### src/design/cpu_datapath_pkg.sv
package cpu_datapath_pkg;

    // Word and field geometry
    localparam int WORD_W       = 18;
    localparam int LATCH_W      = 6;
    localparam int LATCH_LSB    = 12;       // Top six bits of the instruction word
    localparam int ADDR_FIELD_W = 13;
    localparam int TALLY_W      = 6;
    localparam int PAGE_SHIFT   = 8;        // Protect and relocate granule of 256 words
    localparam int STEP_LIM     = 8;        // Sign bit of the signed offset step field, bits 8:0
    localparam int LATCH_IND    = 1;        // Indirect flag position in the latch
    localparam int LATCH_IDX    = 0;        // Index flag position in the latch
    localparam int NORM_MAX     = 35;       // Normalize gives up when the tally reaches this count, after 36 shifts

    // Reset values
    localparam logic [17:0] WORD_RST  = 18'h00000;
    localparam logic [5:0]  LATCH_RST = 6'h00;
    localparam logic [5:0]  TALLY_RST = 6'h00;

    // Timing: figures in ns, counts rounded up to whole cycles
    localparam int CLK_PERIOD_NS    = 25;
    localparam int PROT_EXTRA_NS    = 30;
    localparam int USER_WR_EXTRA_NS = 175;
    localparam int PROT_EXTRA_CYC   = (PROT_EXTRA_NS + CLK_PERIOD_NS - 1) / CLK_PERIOD_NS;
    localparam int USER_WR_CYC      = (USER_WR_EXTRA_NS + CLK_PERIOD_NS - 1) / CLK_PERIOD_NS;

    // Commands accepted on the command port
    typedef enum logic [4:0] {
        OP_NOP      = 5'h00, OP_CLR_ACC = 5'h01, OP_CPL_ACC = 5'h02, OP_CLR_LNK = 5'h03,
        OP_CPL_LNK  = 5'h04, OP_ROT_L   = 5'h05, OP_ROT_R   = 5'h06, OP_ADD2    = 5'h07,
        OP_ADD1     = 5'h08, OP_AND     = 5'h09, OP_XOR     = 5'h0A, OP_OR_SW   = 5'h0B,
        OP_IO_IN    = 5'h0C, OP_IO_OUT  = 5'h0D, OP_LATCH   = 5'h0E, OP_EA      = 5'h0F,
        OP_LD_OFS   = 5'h10, OP_LD_BND  = 5'h11, OP_STEP    = 5'h12, OP_FETCH   = 5'h13,
        OP_MEM_RD   = 5'h14, OP_MEM_WR  = 5'h15, OP_JUMP    = 5'h16, OP_MUL     = 5'h17,
        OP_DIV      = 5'h18, OP_SHL     = 5'h19, OP_SHR     = 5'h1A, OP_NORM    = 5'h1B,
        OP_LD_PL    = 5'h1C, OP_PROT    = 5'h1D, OP_HALT    = 5'h1E, OP_EXEC    = 5'h1F
    } cmd_e;

    // Sub-selects of OP_PROT, in the operand low bits
    localparam logic [1:0] PROT_SEL_USER  = 2'h0;
    localparam logic [1:0] PROT_SEL_LOWER = 2'h1;
    localparam logic [1:0] PROT_SEL_RELOC = 2'h2;
    localparam logic [1:0] PROT_SEL_UPPER = 2'h3;

    // Sequencer states, Gray along idle -> stretch -> memory -> extended
    typedef enum logic [1:0] {
        ST_IDLE  = 2'b00,
        ST_WAIT  = 2'b01,
        ST_MEM   = 2'b11,
        ST_EXT   = 2'b10
    } seq_e;

endpackage : cpu_datapath_pkg

### src/design/cpu_register_datapath.sv
module cpu_register_datapath #(
    parameter int WORD_W = cpu_datapath_pkg::WORD_W
) (
    // Clock and reset
    input  wire logic              clk_in,
    input  wire logic              reset_n_in,
    // Command port
    input  wire logic              cmd_valid_in,
    input  wire logic [4:0]        cmd_op_in,
    input  wire logic [17:0]       cmd_operand_in,
    output logic                   busy_out,
    // Installed options
    input  wire logic              ext_math_inst_in,
    input  wire logic              protect_inst_in,
    input  wire logic              relocate_inst_in,
    // Console switches, asynchronous
    input  wire logic [17:0]       switch_in,
    // Memory side
    input  wire logic              mem_ack_in,
    input  wire logic [17:0]       mem_rdata_in,
    output logic                   mem_req_out,
    output logic                   mem_we_out,
    output logic [17:0]            mem_addr_out,
    output logic [17:0]            store_buf_out,
    // Device transfer side
    input  wire logic [17:0]       io_rdata_in,
    output logic [17:0]            io_wdata_out,
    output logic                   io_strobe_out,
    // Register views and events
    output logic [17:0]            acc_out,
    output logic                   link_out,
    output logic [17:0]            pc_out,
    output logic [5:0]             opcode_latch_out,
    output logic [17:0]            eff_addr_out,
    output logic [17:0]            product_low_out,
    output logic [5:0]             step_tally_out,
    output logic                   skip_out,
    output logic                   user_mode_out,
    output logic                   trap_out,
    output logic                   halt_out
);

    typedef logic [WORD_W-1:0] word_t;

    cpu_datapath_pkg::seq_e seq_ff, nxt_seq;
    cpu_datapath_pkg::cmd_e op;
    cpu_datapath_pkg::cmd_e ext_op_ff;

    word_t      acc_ff, fetch_buf_ff, offset_ff, bound_ff, pl_ff;
    logic       link_ff;
    logic [5:0] tally_ff;
    logic [7:0] lower_pg_ff, reloc_pg_ff, upper_pg_ff;
    logic [3:0] wait_ff;
    logic       exec_chain_ff, fetch_pc_ff;
    word_t      sw_meta_ff, sw_sync_ff, sw_buf_ff;

    logic       take, illegal, priv, mem_op, mem_bad;
    word_t      vaddr, paddr;
    logic [18:0] sum2;
    word_t      sum1;
    logic       ovf1;
    word_t      step_ext, ofs_next;
    logic [18:0] mul_sum, div_diff;

    assign op   = cpu_datapath_pkg::cmd_e'(cmd_op_in);
    assign take = cmd_valid_in && (seq_ff == cpu_datapath_pkg::ST_IDLE);

    // Boundary check shared by every memory access
    function automatic logic addr_illegal(input word_t va, input logic [7:0] lo_pg,
                                          input logic [7:0] up_pg, input logic reloc_on);
        addr_illegal = (va[17:8] < {2'h0, lo_pg}) ||
                       (reloc_on && (va[17:8] >= {2'h0, up_pg}));
    endfunction : addr_illegal

    // Console switches are asynchronous: three stages before use
    always_ff @(posedge clk_in or negedge reset_n_in) begin
        if (!reset_n_in) begin
            sw_meta_ff <= cpu_datapath_pkg::WORD_RST;
            sw_sync_ff <= cpu_datapath_pkg::WORD_RST;
            sw_buf_ff  <= cpu_datapath_pkg::WORD_RST;
        end else begin
            sw_meta_ff <= switch_in;
            sw_sync_ff <= sw_meta_ff;
            sw_buf_ff  <= sw_sync_ff;                 // Console switch buffer
        end
    end

    // Shared adder paths
    always_comb begin
        sum2     = {link_ff, acc_ff} + {1'b0, fetch_buf_ff};
        sum1     = acc_ff + fetch_buf_ff + word_t'(sum2[18] ^ link_ff);          // End-around carry
        ovf1     = (acc_ff[17] == fetch_buf_ff[17]) && (sum1[17] != acc_ff[17]);
        step_ext = word_t'({{10{cmd_operand_in[8]}}, cmd_operand_in[8:0]});
        ofs_next = offset_ff + step_ext;
        mul_sum  = {1'b0, acc_ff} + {1'b0, fetch_buf_ff};
        div_diff = {acc_ff, pl_ff[17]} - {1'b0, fetch_buf_ff};
    end

    // Address for memory commands and its protection verdict
    always_comb begin
        mem_op  = (op == cpu_datapath_pkg::OP_FETCH) || (op == cpu_datapath_pkg::OP_MEM_RD) ||
                  (op == cpu_datapath_pkg::OP_MEM_WR);
        vaddr   = (op == cpu_datapath_pkg::OP_FETCH) ? pc_out : eff_addr_out;
        paddr   = user_mode_out && relocate_inst_in ?
                  vaddr + {2'h0, reloc_pg_ff, 8'h00} : vaddr;
        mem_bad = mem_op && addr_illegal(vaddr, lower_pg_ff, upper_pg_ff, relocate_inst_in);
        priv    = (op == cpu_datapath_pkg::OP_IO_IN) || (op == cpu_datapath_pkg::OP_IO_OUT) ||
                  (op == cpu_datapath_pkg::OP_HALT) || (op == cpu_datapath_pkg::OP_PROT) ||
                  ((op == cpu_datapath_pkg::OP_EXEC) && exec_chain_ff);
        illegal = protect_inst_in && user_mode_out && (priv || mem_bad);
    end

    // Sequencer: idle, protection stretch, memory handshake, extended steps
    always_comb begin
        nxt_seq = seq_ff;
        unique case (seq_ff)
            cpu_datapath_pkg::ST_IDLE: begin
                if (take && !illegal && mem_op) begin
                    nxt_seq = protect_inst_in ? cpu_datapath_pkg::ST_WAIT : cpu_datapath_pkg::ST_MEM;
                end else if (take && ext_math_inst_in &&
                             (op inside {cpu_datapath_pkg::OP_MUL, cpu_datapath_pkg::OP_DIV,
                                         cpu_datapath_pkg::OP_SHL, cpu_datapath_pkg::OP_SHR,
                                         cpu_datapath_pkg::OP_NORM})) begin
                    nxt_seq = cpu_datapath_pkg::ST_EXT;
                end
            end
            cpu_datapath_pkg::ST_WAIT: if (wait_ff == 4'h1) nxt_seq = cpu_datapath_pkg::ST_MEM;
            cpu_datapath_pkg::ST_MEM:  if (mem_ack_in) nxt_seq = cpu_datapath_pkg::ST_IDLE;
            cpu_datapath_pkg::ST_EXT: begin
                if ((ext_op_ff == cpu_datapath_pkg::OP_NORM) ?
                    ((acc_ff[17] != acc_ff[16]) || (tally_ff == 6'(cpu_datapath_pkg::NORM_MAX))) :
                    (tally_ff == 6'h01)) begin
                    nxt_seq = cpu_datapath_pkg::ST_IDLE;
                end
            end
        endcase
    end

    always_ff @(posedge clk_in or negedge reset_n_in) begin
        if (!reset_n_in) seq_ff <= cpu_datapath_pkg::ST_IDLE;
        else             seq_ff <= nxt_seq;
    end

    // Memory stretch counter and memory port; write stretch only in user mode
    always_ff @(posedge clk_in or negedge reset_n_in) begin
        if (!reset_n_in) begin
            wait_ff       <= 4'h0;
            mem_req_out   <= 1'b0;
            mem_we_out    <= 1'b0;
            mem_addr_out  <= cpu_datapath_pkg::WORD_RST;
            store_buf_out <= cpu_datapath_pkg::WORD_RST;
            fetch_pc_ff   <= 1'b0;
        end else begin
            if (seq_ff == cpu_datapath_pkg::ST_IDLE && nxt_seq != cpu_datapath_pkg::ST_IDLE && mem_op) begin
                wait_ff      <= 4'(cpu_datapath_pkg::PROT_EXTRA_CYC) +
                                ((user_mode_out && op == cpu_datapath_pkg::OP_MEM_WR) ?
                                 4'(cpu_datapath_pkg::USER_WR_CYC) : 4'h0);
                mem_req_out  <= !protect_inst_in;
                mem_we_out   <= (op == cpu_datapath_pkg::OP_MEM_WR);
                mem_addr_out <= paddr;
                fetch_pc_ff  <= (op == cpu_datapath_pkg::OP_FETCH);
                if (op == cpu_datapath_pkg::OP_MEM_WR) store_buf_out <= acc_ff;
            end else if (seq_ff == cpu_datapath_pkg::ST_WAIT) begin
                wait_ff     <= wait_ff - 4'h1;
                mem_req_out <= (wait_ff == 4'h1);
            end else if (seq_ff == cpu_datapath_pkg::ST_MEM && mem_ack_in) begin
                mem_req_out <= 1'b0;
                mem_we_out  <= 1'b0;
            end
        end
    end

    // Fetch buffer fills from memory independent of the result register
    always_ff @(posedge clk_in or negedge reset_n_in) begin
        if (!reset_n_in) fetch_buf_ff <= cpu_datapath_pkg::WORD_RST;
        else if (seq_ff == cpu_datapath_pkg::ST_MEM && mem_ack_in && !mem_we_out) fetch_buf_ff <= mem_rdata_in;
    end

    // Program counter, opcode latch, effective pointer, offset and bound
    always_ff @(posedge clk_in or negedge reset_n_in) begin
        if (!reset_n_in) begin
            pc_out           <= cpu_datapath_pkg::WORD_RST;
            opcode_latch_out <= cpu_datapath_pkg::LATCH_RST;
            eff_addr_out     <= cpu_datapath_pkg::WORD_RST;
            offset_ff        <= cpu_datapath_pkg::WORD_RST;
            bound_ff         <= cpu_datapath_pkg::WORD_RST;
            skip_out         <= 1'b0;
        end else begin
            skip_out <= 1'b0;
            if (seq_ff == cpu_datapath_pkg::ST_MEM && mem_ack_in && fetch_pc_ff) begin
                pc_out <= pc_out + 18'h00001;
            end
            if (take && !illegal) begin
                unique case (op)
                    cpu_datapath_pkg::OP_LATCH:
                        opcode_latch_out <= fetch_buf_ff[17:cpu_datapath_pkg::LATCH_LSB];
                    cpu_datapath_pkg::OP_EA:
                        eff_addr_out <= opcode_latch_out[cpu_datapath_pkg::LATCH_IDX] ?
                                        offset_ff + word_t'(fetch_buf_ff[12:0]) :
                                        word_t'(fetch_buf_ff[12:0]);
                    cpu_datapath_pkg::OP_JUMP:   pc_out    <= cmd_operand_in;       // Extension bits replaced from the operand, all 18 bits loaded
                    cpu_datapath_pkg::OP_LD_OFS: offset_ff <= acc_ff;
                    cpu_datapath_pkg::OP_LD_BND: bound_ff  <= acc_ff;
                    cpu_datapath_pkg::OP_STEP: begin
                        offset_ff <= ofs_next;
                        if ($signed(ofs_next) >= $signed(bound_ff)) begin
                            pc_out   <= pc_out + 18'h00001;
                            skip_out <= 1'b1;
                        end
                    end
                    default: ;
                endcase
            end
        end
    end

    // Result register, link and product-low, single-cycle and stepped
    always_ff @(posedge clk_in or negedge reset_n_in) begin
        if (!reset_n_in) begin
            acc_ff  <= cpu_datapath_pkg::WORD_RST;
            link_ff <= 1'b0;
            pl_ff   <= cpu_datapath_pkg::WORD_RST;
        end else if (seq_ff == cpu_datapath_pkg::ST_EXT) begin
            unique case (ext_op_ff)
                cpu_datapath_pkg::OP_MUL:
                    {link_ff, acc_ff, pl_ff} <= pl_ff[0] ? {1'b0, mul_sum, pl_ff[17:1]} :
                                                           {1'b0, 1'b0, acc_ff, pl_ff[17:1]};
                cpu_datapath_pkg::OP_DIV:
                    if (!div_diff[18]) {acc_ff, pl_ff} <= {div_diff[17:0], pl_ff[16:0], 1'b1};
                    else               {acc_ff, pl_ff} <= {acc_ff[16:0], pl_ff, 1'b0};
                cpu_datapath_pkg::OP_SHR:
                    {acc_ff, pl_ff} <= {link_ff, acc_ff, pl_ff[17:1]};
                default:
                    {acc_ff, pl_ff} <= {acc_ff[16:0], pl_ff, 1'b0};              // Shift left, normalize
            endcase
        end else if (take && !illegal) begin
            unique case (op)
                cpu_datapath_pkg::OP_CLR_ACC: acc_ff  <= cpu_datapath_pkg::WORD_RST;
                cpu_datapath_pkg::OP_CPL_ACC: acc_ff  <= ~acc_ff;
                cpu_datapath_pkg::OP_CLR_LNK: link_ff <= 1'b0;
                cpu_datapath_pkg::OP_CPL_LNK: link_ff <= ~link_ff;
                cpu_datapath_pkg::OP_ROT_L:   {link_ff, acc_ff} <= {acc_ff, link_ff};
                cpu_datapath_pkg::OP_ROT_R:   {link_ff, acc_ff} <= {acc_ff[0], link_ff, acc_ff[17:1]};
                cpu_datapath_pkg::OP_ADD2:    {link_ff, acc_ff} <= sum2;
                cpu_datapath_pkg::OP_ADD1: begin
                    acc_ff  <= sum1;
                    link_ff <= link_ff | ovf1;
                end
                cpu_datapath_pkg::OP_AND:     acc_ff <= acc_ff & fetch_buf_ff;
                cpu_datapath_pkg::OP_XOR:     acc_ff <= acc_ff ^ fetch_buf_ff;
                cpu_datapath_pkg::OP_OR_SW:   acc_ff <= acc_ff | sw_buf_ff;
                cpu_datapath_pkg::OP_IO_IN:   acc_ff <= io_rdata_in;
                cpu_datapath_pkg::OP_LD_PL:   pl_ff  <= acc_ff;
                cpu_datapath_pkg::OP_MUL:     if (ext_math_inst_in) acc_ff <= cpu_datapath_pkg::WORD_RST;
                default: ;
            endcase
        end
    end

    // Step tally: preload for counted ops, count up from zero on normalize
    always_ff @(posedge clk_in or negedge reset_n_in) begin
        if (!reset_n_in) begin
            tally_ff  <= cpu_datapath_pkg::TALLY_RST;
            ext_op_ff <= cpu_datapath_pkg::OP_NOP;
        end else if (seq_ff == cpu_datapath_pkg::ST_IDLE && nxt_seq == cpu_datapath_pkg::ST_EXT) begin
            ext_op_ff <= op;
            tally_ff  <= (op == cpu_datapath_pkg::OP_NORM) ? cpu_datapath_pkg::TALLY_RST :
                         cmd_operand_in[cpu_datapath_pkg::TALLY_W-1:0];
        end else if (seq_ff == cpu_datapath_pkg::ST_EXT) begin
            tally_ff  <= (ext_op_ff == cpu_datapath_pkg::OP_NORM) ? tally_ff + 6'h01 : tally_ff - 6'h01;
        end
    end

    // Protect and relocate state; a trap always returns to monitor mode
    always_ff @(posedge clk_in or negedge reset_n_in) begin
        if (!reset_n_in) begin
            user_mode_out <= 1'b0;
            trap_out      <= 1'b0;
            lower_pg_ff   <= 8'h00;
            reloc_pg_ff   <= 8'h00;
            upper_pg_ff   <= 8'hFF;
            exec_chain_ff <= 1'b0;
        end else begin
            trap_out <= 1'b0;
            if (take) exec_chain_ff <= (op == cpu_datapath_pkg::OP_EXEC);
            if (take && illegal) begin
                trap_out      <= 1'b1;
                user_mode_out <= 1'b0;
            end else if (take && protect_inst_in && op == cpu_datapath_pkg::OP_PROT) begin
                unique case (cmd_operand_in[1:0])
                    cpu_datapath_pkg::PROT_SEL_USER:  user_mode_out <= 1'b1;
                    cpu_datapath_pkg::PROT_SEL_LOWER: lower_pg_ff <= acc_ff[7:0];
                    cpu_datapath_pkg::PROT_SEL_RELOC: reloc_pg_ff <= acc_ff[7:0];
                    cpu_datapath_pkg::PROT_SEL_UPPER: upper_pg_ff <= acc_ff[7:0];
                endcase
            end
        end
    end

    // Device transfer strobe and halt; outgoing word taken from the result register
    always_ff @(posedge clk_in or negedge reset_n_in) begin
        if (!reset_n_in) begin
            io_wdata_out  <= cpu_datapath_pkg::WORD_RST;
            io_strobe_out <= 1'b0;
            halt_out      <= 1'b0;
        end else begin
            io_strobe_out <= take && !illegal && (op == cpu_datapath_pkg::OP_IO_OUT);
            if (take && !illegal && op == cpu_datapath_pkg::OP_IO_OUT) io_wdata_out <= acc_ff;
            if (take && !illegal && op == cpu_datapath_pkg::OP_HALT) halt_out <= 1'b1;
            else if (take) halt_out <= 1'b0;
        end
    end

    // Register views
    always_ff @(posedge clk_in or negedge reset_n_in) begin
        if (!reset_n_in) begin
            busy_out        <= 1'b0;
            acc_out         <= cpu_datapath_pkg::WORD_RST;
            link_out        <= 1'b0;
            product_low_out <= cpu_datapath_pkg::WORD_RST;
            step_tally_out  <= cpu_datapath_pkg::TALLY_RST;
        end else begin
            busy_out        <= (nxt_seq != cpu_datapath_pkg::ST_IDLE);
            acc_out         <= acc_ff;
            link_out        <= link_ff;
            product_low_out <= pl_ff;
            step_tally_out  <= tally_ff;
        end
    end

endmodule : cpu_register_datapath

### config.mk
export PLATFORM = sky130hd
export DESIGN_NAME = cpu_register_datapath
export DESIGN_NICKNAME = d
export VERILOG_FILES = /design/src/design/cpu_datapath_pkg.sv /design/src/design/cpu_register_datapath.sv
export SDC_FILE = /design/constraint.sdc
export NUM_CORES = 1
export LEC_CHECK = 0
export BUFFER_PORTS_ARGS = -buffer_cell sky130_fd_sc_hd__buf_2
export CORE_ASPECT_RATIO = 0.5
export CORE_MARGIN = 5
export CORE_UTILIZATION = 35
export CTS_CLUSTER_DIAMETER = 200
export DETAILED_ROUTE_END_ITERATION = 6
export GPL_TIMING_DRIVEN = 0
export HOLD_SLACK_MARGIN = 0.05
export PLACE_DENSITY_LB_ADDON = 0.2
export SYNTH_ARGS = -nofsm -noshare
export SYNTH_HDL_FRONTEND = slang
export SYNTH_SLANG_ARGS = --single-unit
export TNS_END_PERCENT = 5
### constraint.sdc
create_clock -name clk_in -period 10.4 [get_ports clk_in]
set_input_delay 1.04 -clock clk_in [delete_from_list [all_inputs] [get_ports clk_in]]
set_output_delay 1.04 -clock clk_in [all_outputs]
set_load 0.01 [all_outputs]
-- Word level (Yosys, flattened, before mapping)
Index checks and enable logic that the tools add are counted.
- magnitude comparators: 3
- equality and inequality tests: 51
- add/subtract/negate cells: 13
- multiplexer cells: 53
- bitwise gates (word level): 8
- reduce and logical (&&, ||, !) cells: 65
- operators by type and width (kind ; number):
    $mux 18 ; 13
    $pmux 18 s11 ; 1
    $pmux 18 s3 ; 2
    $eq 5x5->1 const B ; 20
    $pmux 18 s2 ; 2
    $eq 5x4->1 const B ; 8
    $add 18x18->18 ; 2
    $mux 36 ; 1
    $logic_and 1x1->1 ; 24
    $mux 6 ; 4
    $eq 5x3->1 const B ; 4
    $reduce_bool 2->1 ; 10
    $add 18x18->19 ; 1
    $add 19x18->19 ; 1
    $mux 1 ; 19
    $sub 19x18->19 ; 1
    $add 18x1->18 ; 1
    $add 18x1->18 const B ; 1
    $add 18x13->18 ; 1
    $add 18x16->18 ; 1
    $and 18x18->18 ; 1
    $ge 18x18->1 ; 1
    $not 18->18 ; 1
    $or 18x18->18 ; 1
    other kinds (36) ; 72
- output and inout port bits: 147
- input port bits: 84
- register bits after elaboration: 335
- logic and storage cells: 229

-- Depth between registers and ports, before layout
- depth in word-level cells: 18
- mapped depth: 20

-- Worst setup path before layout
Ideal clock, no wire load.
- path type: in2reg
- start: in cmd_operand_in[0]
- end: reg pc_out[16]
- path buffers: 1
- setup time: 0.132 ns
- required time: 10.268 ns
- slack: 5.218 ns
- stages on the path: 19
- data arrival time: 5.050 ns
- cells stage by stage: ha_1 fa_1 a21o_1 a21oi_1 o21a_1 o31ai_1 o41ai_1 o21ba_2 xnor2_1 ha_1 nand4_1 or4_1 nand3_1 o21ai_0 a41o_1 clkbuf_1 a2111oi_0 xnor2_1 o22ai_1
- cells in the longest elaborated chain, start to end: 5
- ends and longest elaborated chain (element ; line ; RTL):
    start: declaration ; cpu_register_datapath.sv:10 ; input wire logic [17:0] cmd_operand_in,
    $add 18x18->18 ; cpu_register_datapath.sv:94 ; ofs_next = offset_ff + step_ext;
    $ge 18x18->1 ; cpu_register_datapath.sv:206 ; if ($signed(ofs_next) >= $signed(bound_ff)) begin
    $mux 18 ; cpu_register_datapath.sv:206 ;
    $pmux 18 s2 ; cpu_register_datapath.sv:194 ; unique case (op)
    $mux 18 ; cpu_register_datapath.sv:193 ; if (take && !illegal) begin
    end signal: assignment ; cpu_register_datapath.sv:191 ; pc_out <= pc_out + 18'h00001;
    end signal: assignment ; cpu_register_datapath.sv:201 ; cpu_datapath_pkg::OP_JUMP: pc_out <= cmd_operand_in;
    end signal: assignment ; cpu_register_datapath.sv:207 ; pc_out <= pc_out + 18'h00001;
    end: declaration ; cpu_register_datapath.sv:32 ; output logic [17:0] pc_out,
Every way passes these cells.
A chain may end at the register's enable or synchronous reset.

-- Worst setup path in the final report
- start: in cmd_operand_in[0]
- end: reg pc_out[5]
Same word-level chain as after synthesis.

==> summary.md <==
| Metric | Value |
|---|---|
| Worst slew margin | roughly 15% |
| CTS tree | done |
| Distinct cells, synth | slightly below 90 |
| DRC Markers | 0 |
| Die area | 0.0629 sq mm |
| R2R Path Start | offset_ff[0] |
| Area of the multi-input gates | 0.0110 sq mm |
| Global-route wire length before repair | 114000 microns |
| Largest net degree at the start of global routing | 120 |
| Port Buffers | 228 |
| Final Cell Area | around 0.024 sq mm |
| Via/cell ratio | 5.66 |
| Placed cell area | 0.0225 sq mm |
| RSZ-0062 raised after global routing | no |
| Core Area | between 0.05 and 0.06 sq mm |
| CP Class | in -> reg |
| Tmin final | 6.05 ns |
| GRT Util Overall | 23.5% |
| Number of CTS-inserted buffers | 35 |
| Final hold vios | 0 |
| Status | complete, no violations |
| Setup repair bufs after CTS | 0 |
| Sequential fraction of the synthesis area | 41.5% |
| Post-synthesis net count | around 2400 |
| Worst hold path class | reg -> reg |
| H-tree lvl count | 2 |
| Setup Skew | 0.0196 ns |
| Hold Path Sink | sw_buf_ff[6] |
| Root buffer cell | clkbuf_16 |
| CP max FO | 10 |
| Placed wire-length estimate | roughly 57000 microns |
| Worst Path Arrival | 6.53 ns |
| Die height | 180 microns |
| Die width | about 350 microns |
| Fin nets | 2639 |
| Top_reg_cell synth | dfrtp_1 |
| Critical Path Start | cmd_operand_in[0] |
| Hold Startpoint | sw_sync_ff[6] |
| Number of enable flip-flop cells after synthesis | 0 |
| Row Count | 62 |
| Ys async rst share | between 90% and 100% |
| Final GP Congestion | 0.930 |
| Clock Tree Buf Depth | 3 |
| Initial antenna violation count | 3 |
| Worst-margin pin slew | 1.27 ns |
| Initial Utilization | 35.3% |
| Post-Syn Area | 0.0202 sq mm |
| Vias in the first global route | 18100 |
| Critical Path Sink Type | flop |
| Synth Register Bits | between 300 and 400 |
| Reg clk slew, reported paths | 0.08 ns |
| Post-route antenna net violation count | 0 |
| Fraction of layout cells with a size suffix above 1 | between 10% and 20% |
| Max Cap Viol | 0 |
| Pwr per Cell Area | 316 mW/mm^2 |
| R2R depth | 19 |
| Area delta synth->final | 17.5% |
| DRT iter0 DRCs | 1919 |
| I/O pin cnt | 231 |
| LEAKAGE | around 11 nW |
| Synth Warn # | 0 |
| CP required | ~11 ns |
| Initial DRT Pass Iterations | 6 |
| Skew-Pair Late Insertion Delay | 0.56 ns |
| Syn Area/Cell | 9.35 sq um |
| FILL cells | 5727 |
| # clock sinks | 335 |
| Reg-to-Reg End | pc_out[5] |
| Worst VDD drop | approximately 120 uV |
| Hold Path Stages | 0 |
| Setup TNS | 0 ns |
| Share of the clock period used by the worst path after layout | 58.1% |
| Fmax | 165 MHz |
| Max Slew Vio Count | 0 |
| Vias | 18300 |
| Final setup viols | 0 |
| Cts hold-fix bufs | 0 |
| Register area | around 0.0084 sq mm |
| R2R Setup Slk | 4.63 ns |
| CP Launch Type | input pin |
| Post_cts resized | 0 |
| Mapped Cells | between 2000 and 2500 |
| Routed WL per cell | 23.4 microns |
| Detailed Route WL | approximately 76000 microns |
| GR Overflow Total | 0 |
-- worst max path at each step --
stage,end,slack [ns],depth (start not counted)
floorplan,pc_out[16],5.22,19
global placement,eff_addr_out[14],1.53,1
detailed placement,pc_out[5],3.96,20
CTS,pc_out[5],4.49,20
global route,pc_out[5],4.18,20
finish,pc_out[5],4.35,20
-- layout make-up --
cell class	instances	share of cell area [%]
clock inverters	13	0.886
diodes	2	0.0211
well taps	768	4.05
repair buffers	236	5.34
plain buffers	116	1.95
flip-flops and latches	335	35.4
clock buffers	49	4.47
inverters	102	1.61
multi-input cells	1609	46.3
-- logic make-up (layout without fill, tap and decap cells) --
group	count (synthesis)	after routing	share of synthesized area [%]
buf+inv	218	516	4.18
fa+ha+maj	120	120	7.69
mux	135	135	7.41
other cells	0	2	0
xor+xnor	82	82	3.55
compound gates	656	656	21.2
simple gates	616	616	14.4
flops	335	335	41.5
-- sequential cells by signal (all words and copies together) (netlist names), 18 cells and up --
register and cells:
acc_ff 18, pc_out 18, acc_out 18, sw_meta_ff 18
store_buf_out 18, mem_addr_out 18, sw_sync_ff 18, sw_buf_ff 18
pl_ff 18, eff_addr_out 18, product_low_out 18, offset_ff 18
io_wdata_out 18, bound_ff 18, fetch_buf_ff 18
-- stage by stage --
stage	setup WS (ns)	utilization [%]	hold slack [ns]	total power, W	cells
floorplan	5.22	-	0.331	0.00464	2162
global placement	1.53	39.0	0.333	0.00597	3158
detailed placement	3.96	39.2	0.335	0.00600	3166
CTS	4.49	41.4	0.342	0.00746	3228
global route	4.18	41.5	0.353	0.00799	3230
finish	4.35	41.5	0.330	0.00751	3230
-- layout by cell type (no fill, tap or decap), drive strengths merged, types with 13 or more instances in the layout --
cell,n
nand3,75
or3,13
a221o,18
a22oi,13
nor3,45
nor2b,18
ha,113
nand2,219
o211ai,20
and2,14
o22ai,15
clkbuf,147
and3,17
inv,105
nor2,131
nand2b,17
xnor2,54
o21ai,192
a31oi,21
a21oi,162
o21a,18
xor2,28
mux2,95
a21o,30
a221oi,20
o221ai,14
a211oi,21
nand4,24
dfrtp,327
mux2i,40
buf,254
-- metal layers --
metal,track usage [%],wire length [microns],vias up
li1,-,-,8452
met1,33.5,34400,8962
met2,36.3,33000,729
met3,4.70,5910,126
met4,6.63,2220,0
met5,0,0,-
-- synthesized netlist by cell type (17+ instances only) --
master    count  area [sq um]
nor3_1       44           220
nor2b_1      18           113
nand4_1      23           144
a211oi_1     21           158
nand2_1     219           822
mux2_2       84           946
xor2_1       28           245
o21a_1       18           135
dfrtp_1     327          8180
mux2i_1      40           400
a221o_1      18           180
o211ai_1     20           150
xnor2_1      54           473
a21oi_1     162           811
nand2b_1     17           106
a21o_1       30           225
and3_1       17           106
nand3_1      74           370
inv_1       101           379
a31oi_1      19           119
o21ai_0     191           956
nor2_1      130           488
ha_1        113          1410
a221oi_1     20           175
clkbuf_1     98           368
-- report_power, final --
group	total, W	internal, W	switching, W
sequential	0.00215	0.00167	0.000478
combinational	0.00393	0.00149	0.00244
clock	0.00143	0.000842	0.000587
-- critical path, cell delays in order --
cell      delay, ns
buf_2          0.17
ha_1           0.26
fa_1           0.42
a21o_1         0.17
a21oi_1        0.30
o21a_1         0.21
o31ai_1        0.12
o41ai_1        0.54
o21ba_2        0.22
xnor2_1        0.08
ha_1           0.30
nand4_1        0.11
or4_1          0.53
nand3_1        0.09
o21ai_0        0.10
a41o_1         0.31
clkbuf_1       0.27
o21ai_0        0.97
nand3b_1       0.16
nand4_1        0.13
Power figures use the tool's default switching activity.
